File: config.mk
export PLATFORM = sky130hd
export DESIGN_NAME = sdsu_top
export DESIGN_NICKNAME = d
export VERILOG_FILES = /design/src/rtl/sdsu_pkg.sv /design/src/rtl/sdsu_top.sv
export SDC_FILE = /design/constraint.sdc
export NUM_CORES = 1
export LEC_CHECK = 0
export ABC_CLOCK_PERIOD_IN_PS = 3750
export CAP_MARGIN = 20
export CELL_PAD_IN_SITES_DETAIL_PLACEMENT = 1
export CELL_PAD_IN_SITES_GLOBAL_PLACEMENT = 2
export CORE_ASPECT_RATIO = 1.5
export CORE_MARGIN = 3
export CORE_UTILIZATION = 42
export CTS_CLUSTER_DIAMETER = 80
export DETAILED_ROUTE_END_ITERATION = 10
export DONT_BUFFER_PORTS = 1
export PLACE_DENSITY_LB_ADDON = 0.1
export SLEW_MARGIN = 40
export SYNTH_ARGS = -nofsm -noshare
export SYNTH_HDL_FRONTEND = slang
export SYNTH_SLANG_ARGS = --single-unit
File: constraint.sdc
create_clock -name core_clk -period 3.75 [get_ports core_clk]
set_input_delay 1.125 -clock core_clk [delete_from_list [all_inputs] [get_ports core_clk]]
set_output_delay 1.125 -clock core_clk [all_outputs]
set_load 0.02 [all_outputs]
File: src/rtl/sdsu_pkg.sv
`default_nettype none
package sdsu_pkg;

   // ==========================================================
   // Register byte offsets
   // ==========================================================
   localparam logic [7:0] SDSU_OFS_STATUS   = 8'h00;
   localparam logic [7:0] SDSU_OFS_CONFIG   = 8'h04;
   localparam logic [7:0] SDSU_OFS_IRQ_STAT = 8'h08;
   localparam logic [7:0] SDSU_OFS_IRQ_MASK = 8'h0c;

   // ==========================================================
   // Status word fields (descriptor bits 63..32 as bits 31..0)
   // ==========================================================
   localparam int SDSU_B_IN_USE   = 31;
   localparam int SDSU_B_STOP     = 30;
   localparam int SDSU_B_BABBLE   = 29;
   localparam int SDSU_B_XACT_ERR = 28;
   localparam int SDSU_B_PHASE    = 27;
   localparam int SDSU_B_TOGGLE   = 25;
   localparam int SDSU_B_RETRY_HI = 24;
   localparam int SDSU_B_RETRY_LO = 23;
   localparam int SDSU_B_NAK_HI   = 22;
   localparam int SDSU_B_NAK_LO   = 19;
   localparam int SDSU_B_BYTES_HI = 14;
   localparam int SDSU_B_BYTES_LO = 0;

   // Config register fields
   localparam int SDSU_B_VALID     = 0;
   localparam int SDSU_B_RELOAD_LO = 1;
   localparam int SDSU_B_RELOAD_HI = 4;
   localparam int SDSU_B_ISO       = 5;

   // Interrupt status / mask bit positions
   localparam int SDSU_IRQ_DONE     = 0;
   localparam int SDSU_IRQ_BABBLE   = 1;
   localparam int SDSU_IRQ_XACT_ERR = 2;
   localparam int SDSU_IRQ_HALT     = 3;
   localparam int SDSU_IRQ_NAK_OUT  = 4;
   localparam int SDSU_IRQ_W        = 5;

   // ==========================================================
   // Reset values
   // ==========================================================
   localparam logic [31:0] SDSU_RST_STATUS = 32'h0000_0000;
   localparam logic [1:0]  SDSU_RST_RETRY  = 2'h3;

   // ==========================================================
   // Transaction outcome codes from the split engine
   // ==========================================================
   typedef enum logic [2:0] {
      SDSU_RES_ACK    = 3'b000,
      SDSU_RES_NAK    = 3'b001,
      SDSU_RES_NYET   = 3'b010,
      SDSU_RES_NORESP = 3'b011,
      SDSU_RES_BABBLE = 3'b100,
      SDSU_RES_STALL  = 3'b101
   } sdsu_res_t;

endpackage : sdsu_pkg
`default_nettype wire

File: src/rtl/sdsu_top.sv
`timescale 1ns/1ps
`default_nettype none

module sdsu_top
   import sdsu_pkg::*;
(
   // Clock and reset
   input  wire logic        core_clk,
   input  wire logic        rstn,
   // APB slave
   input  wire logic        psel,
   input  wire logic        penable,
   input  wire logic        pwrite,
   input  wire logic [7:0]  paddr,
   input  wire logic [31:0] pwdata,
   output var  logic [31:0] prdata,
   output var  logic        pready,
   output var  logic        pslverr,
   // Split transaction engine results
   input  wire logic        xr_done,
   input  wire logic [2:0]  xr_code,
   input  wire logic [14:0] xr_bytes,
   input  wire logic        xr_toggle,
   input  wire logic        frame_start,
   input  wire logic        frame_short,
   // Descriptor state toward the scheduler
   output var  logic        desc_valid,
   output var  logic        desc_in_use,
   output var  logic        hold_async_ptr,
   // Interrupt
   output var  logic        irq
);

   // ==========================================================
   // Internal state
   // ==========================================================
   logic [31:0]         status;
   logic [3:0]          reload;
   logic                iso;
   logic [1:0]          retry_init;
   logic [SDSU_IRQ_W-1:0] irq_stat;
   logic [SDSU_IRQ_W-1:0] irq_mask;
   logic [SDSU_IRQ_W-1:0] next_events;
   logic                retire_pend;
   logic                retry_pend;
   logic                next_retire;
   logic                next_retry;
   logic                next_valid_drop;
   logic [31:0]         next_status;

   logic                wr_en;
   logic                rd_en;
   logic                hit;
   logic [31:0]         rd_mux;
   sdsu_res_t           res;

   assign res = sdsu_res_t'(xr_code);

   // ==========================================================
   // APB decode
   // ==========================================================
   assign wr_en = psel & penable & pready & pwrite;
   assign rd_en = psel & penable & ~pready;

   always_comb
   begin
      hit    = 1'b1;
      rd_mux = 32'h0000_0000;
      case (paddr)
         SDSU_OFS_STATUS:   rd_mux = status;
         SDSU_OFS_CONFIG:
         begin
            rd_mux[SDSU_B_VALID]                       = desc_valid;
            rd_mux[SDSU_B_RELOAD_HI:SDSU_B_RELOAD_LO]  = reload;
            rd_mux[SDSU_B_ISO]                         = iso;
         end
         SDSU_OFS_IRQ_STAT: rd_mux[SDSU_IRQ_W-1:0] = irq_stat;
         SDSU_OFS_IRQ_MASK: rd_mux[SDSU_IRQ_W-1:0] = irq_mask;
         default:           hit = 1'b0;
      endcase
   end

   // One wait state: pready rises the cycle after access begins
   always_ff @(posedge core_clk or negedge rstn)
   begin
      if (!rstn)
      begin
         pready  <= 1'b0;
         prdata  <= 32'h0000_0000;
         pslverr <= 1'b0;
      end
      else
      begin
         pready  <= rd_en;
         pslverr <= rd_en & ~hit;
         if (rd_en)
            prdata <= pwrite ? 32'h0000_0000 : rd_mux;
      end
   end

   // ==========================================================
   // Outcome evaluation
   // ==========================================================
   always_comb
   begin
      next_status     = status;
      next_events     = '0;
      next_retire     = 1'b0;
      next_retry      = 1'b0;
      next_valid_drop = 1'b0;
      if (xr_done && desc_valid)
      begin
         case (res)
            SDSU_RES_ACK:
            begin
               next_status[SDSU_B_TOGGLE] = xr_toggle;
               next_status[SDSU_B_BYTES_HI:SDSU_B_BYTES_LO] = xr_bytes;
               next_status[SDSU_B_XACT_ERR] = 1'b0;
               next_valid_drop = 1'b1;
               next_retire     = 1'b1;
               next_events[SDSU_IRQ_DONE] = 1'b1;
            end
            SDSU_RES_NAK, SDSU_RES_NYET:
            begin
               next_status[SDSU_B_RETRY_HI:SDSU_B_RETRY_LO] = retry_init;
               if (!iso && reload != 4'h0)
               begin
                  if (status[SDSU_B_NAK_HI:SDSU_B_NAK_LO] <= 4'h1)
                  begin
                     next_status[SDSU_B_NAK_HI:SDSU_B_NAK_LO] = 4'h0;
                     next_valid_drop = 1'b1;
                     next_retire     = 1'b1;
                     next_events[SDSU_IRQ_NAK_OUT] = 1'b1;
                  end
                  else
                     next_status[SDSU_B_NAK_HI:SDSU_B_NAK_LO] =
                        status[SDSU_B_NAK_HI:SDSU_B_NAK_LO] - 4'h1;
               end
            end
            SDSU_RES_NORESP:
            begin
               next_status[SDSU_B_XACT_ERR] = 1'b1;
               next_events[SDSU_IRQ_XACT_ERR] = 1'b1;
               if (status[SDSU_B_RETRY_HI:SDSU_B_RETRY_LO] <= 2'h1)
               begin
                  next_status[SDSU_B_RETRY_HI:SDSU_B_RETRY_LO] = 2'h0;
                  next_valid_drop = 1'b1;
                  next_retire     = 1'b1;
               end
               else
               begin
                  next_status[SDSU_B_RETRY_HI:SDSU_B_RETRY_LO] =
                     status[SDSU_B_RETRY_HI:SDSU_B_RETRY_LO] - 2'h1;
                  next_retry = 1'b1;
               end
            end
            SDSU_RES_BABBLE:
            begin
               next_status[SDSU_B_BABBLE] = 1'b1;
               next_status[SDSU_B_BYTES_HI:SDSU_B_BYTES_LO] = xr_bytes;
               next_valid_drop = 1'b1;
               next_retire     = 1'b1;
               next_events[SDSU_IRQ_BABBLE] = 1'b1;
            end
            SDSU_RES_STALL:
            begin
               next_status[SDSU_B_STOP] = 1'b1;
               next_valid_drop = 1'b1;
               next_retire     = 1'b1;
               next_events[SDSU_IRQ_HALT] = 1'b1;
            end
            default:
            begin
               next_status = status;
            end
         endcase
      end
   end

   // ==========================================================
   // Status word
   // ==========================================================
   always_ff @(posedge core_clk or negedge rstn)
   begin
      if (!rstn)
         status <= SDSU_RST_STATUS;
      else if (xr_done && desc_valid)
         status <= next_status;
      else if (retire_pend)
         status[SDSU_B_IN_USE] <= 1'b0;
      else if (wr_en && paddr == SDSU_OFS_STATUS)
         status <= pwdata;
   end

   // Retirement runs one cycle behind the field update
   always_ff @(posedge core_clk or negedge rstn)
   begin
      if (!rstn)
         retire_pend <= 1'b0;
      else
         retire_pend <= next_retire;
   end

   assign desc_in_use = status[SDSU_B_IN_USE];

   // ==========================================================
   // Config: valid, reload, isochronous, retry start value
   // ==========================================================
   always_ff @(posedge core_clk or negedge rstn)
   begin
      if (!rstn)
      begin
         desc_valid <= 1'b0;
         reload     <= 4'h0;
         iso        <= 1'b0;
         retry_init <= SDSU_RST_RETRY;
      end
      else
      begin
         if (next_valid_drop)
            desc_valid <= 1'b0;
         else if (wr_en && paddr == SDSU_OFS_CONFIG)
            desc_valid <= pwdata[SDSU_B_VALID];
         if (wr_en && paddr == SDSU_OFS_CONFIG)
         begin
            reload <= pwdata[SDSU_B_RELOAD_HI:SDSU_B_RELOAD_LO];
            iso    <= pwdata[SDSU_B_ISO];
         end
         // Start value only follows a status write that actually lands
         if (wr_en && paddr == SDSU_OFS_STATUS && !(xr_done && desc_valid)
             && !retire_pend)
            retry_init <= pwdata[SDSU_B_RETRY_HI:SDSU_B_RETRY_LO];
      end
   end

   // ==========================================================
   // Retry pointer hold
   // ==========================================================
   always_ff @(posedge core_clk or negedge rstn)
   begin
      if (!rstn)
      begin
         retry_pend     <= 1'b0;
         hold_async_ptr <= 1'b0;
      end
      else
      begin
         if (next_retry)
            retry_pend <= 1'b1;
         else if (xr_done || !desc_valid)
            retry_pend <= 1'b0;
         // Pending retry that ran out of frame time must go first next frame
         if (retry_pend && frame_short && desc_valid && !xr_done)
            hold_async_ptr <= 1'b1;
         // Released once the held retry has run, even if another one pends
         else if (!retry_pend || !desc_valid || xr_done)
            hold_async_ptr <= 1'b0;
         else if (frame_start && !frame_short)
            hold_async_ptr <= hold_async_ptr;
      end
   end

   // ==========================================================
   // Interrupts: sticky, write one to clear, set wins
   // ==========================================================
   always_ff @(posedge core_clk or negedge rstn)
   begin
      if (!rstn)
      begin
         irq_stat <= '0;
         irq_mask <= '0;
         irq      <= 1'b0;
      end
      else
      begin
         if (wr_en && paddr == SDSU_OFS_IRQ_STAT)
            irq_stat <= (irq_stat & ~pwdata[SDSU_IRQ_W-1:0]) | next_events;
         else
            irq_stat <= irq_stat | next_events;
         if (wr_en && paddr == SDSU_OFS_IRQ_MASK)
            irq_mask <= pwdata[SDSU_IRQ_W-1:0];
         irq <= |(irq_stat & irq_mask);
      end
   end

endmodule : sdsu_top

`default_nettype wire

==> results of run 1 <==
-- state kept, by name (all words and copies together) (netlist names), 2 cells and up --
name        count
retry_init      2
irq_mask        5
reload          4
irq_stat        5
status         32
prdata         32
-- logic make-up (layout without fill, tap and decap cells) --
logic type,Yosys count,in the layout
adders and majority gates,2,2
buffers and inverters,28,32
DFF,88,88
AOI/OAI and AO/OA,80,80
muxes,18,18
xor gates and xnor gates,1,1
and+or+nand+nor,138,138
-- routing by layer --
metal / share of wire, % / GRT usage [%]
met5: 0 / 0
met4: 1.4 / 6.640
met3: 4.8 / 5.733
met2: 52 / 33.15
met1: 42 / 25.06
-- worst max-delay path, delay by kind of cell --
family | cells | cell delay, ns
and+or+nand+nor | 4 | 1.50
AOI/OAI and AO/OA | 1 | 0.26
-- per-stage QoR --
step | cell area [sq um] | total power [mW] | util [%]
5_1_grt | 4234 | 1.907 | 47.68
2_1_floorplan | 3855 | 1.004 | -
6_report | 4234 | 1.829 | 47.68
4_1_cts | 4234 | 1.856 | 47.68
3_3_place_gp | 3951 | 1.002 | 44.49
3_5_place_dp | 3951 | 1.003 | 44.49
-- Yosys cell counts, types with 5 or more instances --
cell,n
a22oi_1,18
inv_1,10
clkbuf_1,11
dfrtp_1,86
a22o_1,27
o21ai_0,11
nand2_1,85
mux2_2,10
nor2_1,15
a21oi_1,6
mux4_2,5
nor3_1,10
-- power breakdown --
part / internal (mW) / switching [mW] / total [mW]
registers: 0.954 / 0.00512 / 0.959
logic: 0.0113 / 0.0150 / 0.0262
clock network: 0.469 / 0.375 / 0.844
-- how the worst min path moves through the flow --
stage,end,slack [ns],cells past startpoint
2_1_floorplan,retry_init[0],0.43,2
3_3_place_gp,retry_init[1],0.44,2
3_5_place_dp,retry_init[1],0.46,2
4_1_cts,status[8],0.46,0
5_1_grt,prdata[23],0.46,0
6_report,retry_init[0],0.46,2
-- layout make-up --
class                      instances  area [sq um]
clock buffer                      10         239.0
clock inverter                     6         43.79
fill                             973          4647
inverter                          10         37.54
multi-input combinational        239          1526
sequential                        88          2205
tap                              110         137.6
timing repair buffer               6         45.04
==> summary.md, run 1 <==
| Metric | Value |
|---|---|
| Input/output buffers | `0` |
| R2R Path Start | `desc_valid` |
| Crit path DAT | `between 2 and 3 ns` |
| Worst slew pin tran | `a little under 0.6 ns` |
| Most frequent cells in the layout | `86 x dfrtp_1, 85 x nand2_1, 27 x a22o_1` |
| Global-route wire length before repair | `roughly 16000 um` |
| Worst setup path start | `paddr[1]` |
| PwrDens | `between 400 and 500 mW/mm^2` |
| Clock slew at reported path FFs | `around 0.07 ns` |
| Placed Cells | `about 450` |
| Max incr delay on CP | `roughly 0.63 ns` |
| # diodes | `0` |
| XOR/XNOR share of the synthesized area | `less than 1%` |
| Area Growth Syn to Fin | `9.834%` |
| Hold path start | `retry_init[0]` |
| Initial DRC Count | `99` |
| Peak supply drop | `roughly 250 uV` |
| Worst Hold Class | `reg -> reg` |
| Fin cells | `469` |
| Syn Nets | `around 420` |
| Mux cell area share after synthesis | `6.621%` |
| First-pass DRT Iterations | `4` |
| I/O pins | `around 110` |
| CP Cell Sequence | `nor4_4 -> nand3_1 -> or3_1 -> and3_1 -> a211o_1` |
| Core Rows | `between 40 and 50` |
| Crit-path slowest cell | `or3_1` |
| Critical path type | `in -> reg` |
| Reg2reg end | `status[28]` |
| Routed wire length per instance | `between 20 and 25 um` |
| Most common cell after layout, fill and taps aside | `dfrtp_1` |
| Post-synth top area share | `between 50% and 60%` |
| Largest net degree at the start of global routing | `just under 90` |
| Die height | `about 120 um` |
| Critical path endpoint | `status[28]` |
| Post-DRT Antenna Nets | `0` |
| MaxCap Viol Count | `0` |
| Critical path capture point type | `flop` |
| Adder-cell area share of the yosys netlist | `0.6491%` |
| # DRC | `0` |
| Final wirelength | `between 9000 and 10000 um` |
| Syn Inst Count | `355` |
| Hold Fails Final Rpt | `0` |
| Yosys reg bits | `88` |
| Max clock buf depth | `2` |
| Pre-CTS setup slack | `a little over 0.7 ns` |
| Post-detail-place hpwl | `6949 um` |
| Antenna violations before repair | `0` |
| Gp weighted congestion | `around 0.75` |
| Final setup margin | `around 1.1 ns` |
| Largest family of logic cells by synthesized area | `simple AND/OR/NAND/NOR gates` |
| Post-Syn Area | `slightly below 0.004 sq mm` |
| CTS Buf Count | `9` |
| TNS Setup | `0 ns` |
| Clock Latency Late Sink | `between 0.3 and 0.4 ns` |
| Synth Area in Simple Gates | `roughly 17%` |
| Status | `finished clean` |
| R2R setup slack | `approximately 1.3 ns` |
| Vias in the first global route | `2916` |
| Cts hold-fix bufs | `0` |
| Final setup viols | `0` |
| CTS root buf | `clkbuf_16` |
| Most used DFF post-synth | `dfrtp_1` |
| Via count | `2721` |
| Worst path required time | `~4.0 ns` |
| Overall routing resource usage | `between 10% and 20%` |
| Via density | `between 5 and 6` |
| Leakage | `2.050 nW` |
| Htree depth | `3` |
| EDFF count, synth | `0` |
| Die X | `roughly 84 um` |
| Post-synthesis sequential area ratio | `57.19%` |
| Initial Utilization | `43.41%` |
| Final Max Tran Viols | `0` |
| Final #Nets | `between 400 and 500` |
| Max FO, Critical Path | `15` |
| Slew headroom | `approximately 60%` |
| Final min period | `about 2.7 ns` |
| Netlist cell types | `between 40 and 50` |
| Final period util | `a little under three quarters` |
| Layout cell share with drive strength beyond 1 | `13.09%` |
| Postcts setup bufs | `0` |
| CP startpoint kind | `primary input` |
| Cell taking the most area after synthesis | `dfrtp_1` |
| DIE AREA | `0.01039 sq mm` |
| CTS tree | `done` |
| Syn_area_per_cell | `~11 sq um` |
| Clock Skew | `0.007673 ns` |
| Compound-Gate Fraction of Synth Area | `between 15 and 20%` |
| FFs w/ async S/R, synth | `between 90% and 100%` |
| Fin Hold WS | `about 0.46 ns` |
| Fmax | `~370 MHz` |
| FF-to-FF path depth | `5` |
| Gr ovfl total | `0` |
| Core area | `just under 0.009 sq mm` |
| Synth top area cells | `dfrtp_1 56%, nand2_1 8.3%, a22o_1 6.1%, a22oi_1 3.5%, mux2_2 2.9%` |
| RSZ-0062 raised after global routing | `no` |
| Synth warn | `0` |
| # resized after CTS | `0` |
| CTS Sinks | `88` |
Power figures use the tool's default switching activity.
==> run 2: changes to the inputs <==
- ABC_CLOCK_PERIOD_IN_PS: 3750 -> 2600
- CORE_UTILIZATION: 42 -> 39
- clock period: 3.75 -> 2.6 ns (I/O delays scaled with it)
==> run 2 against run 1 <==
Compared with the run above: sequential share of layout area shrank 1.1 points; hold slack lost 0.33 ns; global-route usage is 1.1 points lower; combinational power up 43%; setup slack worse by 0.56 ns; count of clock-buffer cells in the layout is 1 higher; flip-flop and latch count stayed put.
==> summary.md, run 2 (synthesis gave the netlist of run 1 again) <==
| Metric | Value |
|---|---|
| Status | `finished clean` |
| Worst path required time | `between 2 and 3 ns` |
| Combinational Power Share | `roughly 1.3%` |
| CP Cell Sequence | `nor4_4 -> nand3_1 -> or3_1 -> buf_4 -> a31oi_1 -> nand2_1` |
| FF-to-FF path depth | `6` |
| Fillers | `1028` |
| RSZ-0062 raised after global routing | `no` |
| P_int | `~2.2 mW` |
| Core area | `between 0.009 and 0.01 sq mm` |
| Routed wire length per instance | `21.18 um` |
| Max clock buf depth | `2` |
| Crit-path slowest cell | `or3_1` |
| Total power | `2.793 mW` |
| # diodes | `0` |
| Leakage | `roughly 2.1 nW` |
| Met3 Use GR | `under 10%` |
| I/O pins | `105` |
| Met2 usage | `31.81%` |
| Final setup viols | `0` |
| Peak supply drop | `~440 uV` |
| Max FO, Critical Path | `12` |
| Largest net degree at the start of global routing | `89` |
| MaxCap Viol Count | `0` |
| First-pass DRT Iterations | `4` |
| Worst setup path start | `paddr[1]` |
| Design area | `between 0.004 and 0.005 sq mm` |
| Switching Power | `between 0.5 and 0.6 mW` |
| Input/output buffers | `0` |
| Critical path endpoint | `status[24]` |
| Worst slew pin tran | `0.7063 ns` |
| R2R Path Start | `desc_valid` |
| Cts hold-fix bufs | `0` |
| Final Max Tran Viols | `0` |
| # resized after CTS | `0` |
| Clock slew at reported path FFs | `approximately 0.06 ns` |
| Busiest layer in global routing | `met2` |
| Antenna violations before repair | `0` |
| Postcts setup bufs | `0` |
| Final period util | `80.16%` |
| Reg2reg end | `status[24]` |
| Gp weighted congestion | `roughly 0.8` |
| Initial DRC Count | `89` |
| PwrDens | `645.5 mW/mm^2` |
| Crit path DAT | `between 2 and 2.5 ns` |
| Dpl cell area | `around 0.0040 sq mm` |
| CTS Buf Count | `9` |
| Sw frac | `~20%` |
| Layout cell share with drive strength beyond 1 | `approximately 14%` |
| # DRC | `0` |
| CTS root buf | `clkbuf_16` |
| Fmax | `479.8 MHz` |
| R2R setup slack | `approximately 0.63 ns` |
| Post-detail-place hpwl | `between 7000 and 8000 um` |
| Initial Utilization | `between 40% and 50%` |
| Post-DRT Antenna Nets | `0` |
| Vias in the first global route | `3020` |
| Htree depth | `3` |
| Via count | `approximately 2800` |
| DIE AREA | `~0.011 sq mm` |
| CP startpoint kind | `primary input` |
| Final min period | `2.084 ns` |
| CTS Sinks | `slightly below 90` |
| CTS tree | `done` |
| Area Growth Syn to Fin | `12.27%` |
| Gr ovfl total | `0` |
| Clock power share | `approximately 50%` |
| Slew headroom | `52.86%` |
| Most frequent cells in the layout | `86 x dfrtp_1, 85 x nand2_1, 27 x a22o_1` |
| Largest regs | `prdata (32), status (32)` |
| Worst Hold Class | `in -> async` |
| Die X | `~87 um` |
| Critical path type | `in -> reg` |
| Clock Skew | `roughly 0.0063 ns` |
| TNS Setup | `0 ns` |
| Die height | `127.8 um` |
| Clock Latency Late Sink | `about 0.34 ns` |
| Overall routing resource usage | `roughly a fifth` |
| Critical path capture point type | `flop` |
| Hold Fails Final Rpt | `0` |
| Most common cell after layout, fill and taps aside | `dfrtp_1` |
| Core Util, Final | `a little under half` |
| Global-route wire length before repair | `about 16000 um` |
| Final wirelength | `10100 um` |
| Flop pwr share | `49.5%` |
| Final #Nets | `roughly 430` |
| Core Rows | `43` |
| Met1 Track Usage GR | `23.08%` |
| Max incr delay on CP | `~0.46 ns` |
| Via density | `5.776` |
==> run 2: changes by cell type in the layout (fill, tap and decap cells not counted) <==
| cell | change |
|---|---|
| buf_4 | +5 |
| bufinv_16 | +2 |
| clkbuf_1 | +2 |
| clkinv_4 | -2 |
| buf_12 | +1 |
| clkbuf_8 | -1 |
| clkinv_2 | -1 |
| nor2_1 | -1 |
| nor2_2 | +1 |
==> run 2: how the worst min path moves through the flow <==
stage / from / endpoint / slack [ns]
floorplan: retry_init[0] / retry_init[0] / 0.43
global placement: retry_init[0] / retry_init[0] / 0.44
detailed placement: retry_init[0] / retry_init[0] / 0.45
CTS: rstn / prdata[9] / 0.12
global route: rstn / pslverr / 0.12
finish: rstn / pslverr / 0.13
==> run 2: power groups by stage <==
stage,Combinational (mW),Clock [mW],Sequential [mW]
global route,0.0421,1.47,1.38
floorplan,0.0405,0,1.41
detailed placement,0.0388,0,1.41
finish,0.0374,1.37,1.38
global placement,0.0369,0,1.41
CTS,0.0391,1.41,1.38
==> run 2: final cells by class <==
type                       count  area (sq um)  share of cell area, %
sequential                    88          2205                  50.94
multi-input combinational    239          1529                  35.33
timing repair buffer          12         102.6                  2.371
inverter                      10         37.54                 0.8673
clock inverter                 5         81.33                  1.879
tap                          112         140.1                  3.238
clock buffer                  11         232.7                  5.377
==> run 2: worst max-delay path: cells and delay by family <==
kind,cells,cell delay [ns]
simple gates,4,1.09
buf+inv,1,0.22
compound gates,1,0.23
==> run 2: stage by stage <==
| stage | hold WS (ns) | setup WS, ns | cells |
|---|---|---|---|
| floorplan | 0.4348 | 0.2947 | 355 |
| global placement | 0.4433 | 0.2034 | 461 |
| detailed placement | 0.4514 | 0.1527 | 461 |
| CTS | 0.1203 | 0.4977 | 477 |
| global route | 0.1214 | 0.4048 | 477 |
| finish | 0.1346 | 0.5158 | 477 |
==> run 2: metal layers <==
metal	vias to the layer above	part of all wire, %
met5	-	0
met4	0	2.0
met3	13	5.1
met2	69	53
met1	1403	40
li1	1270	-
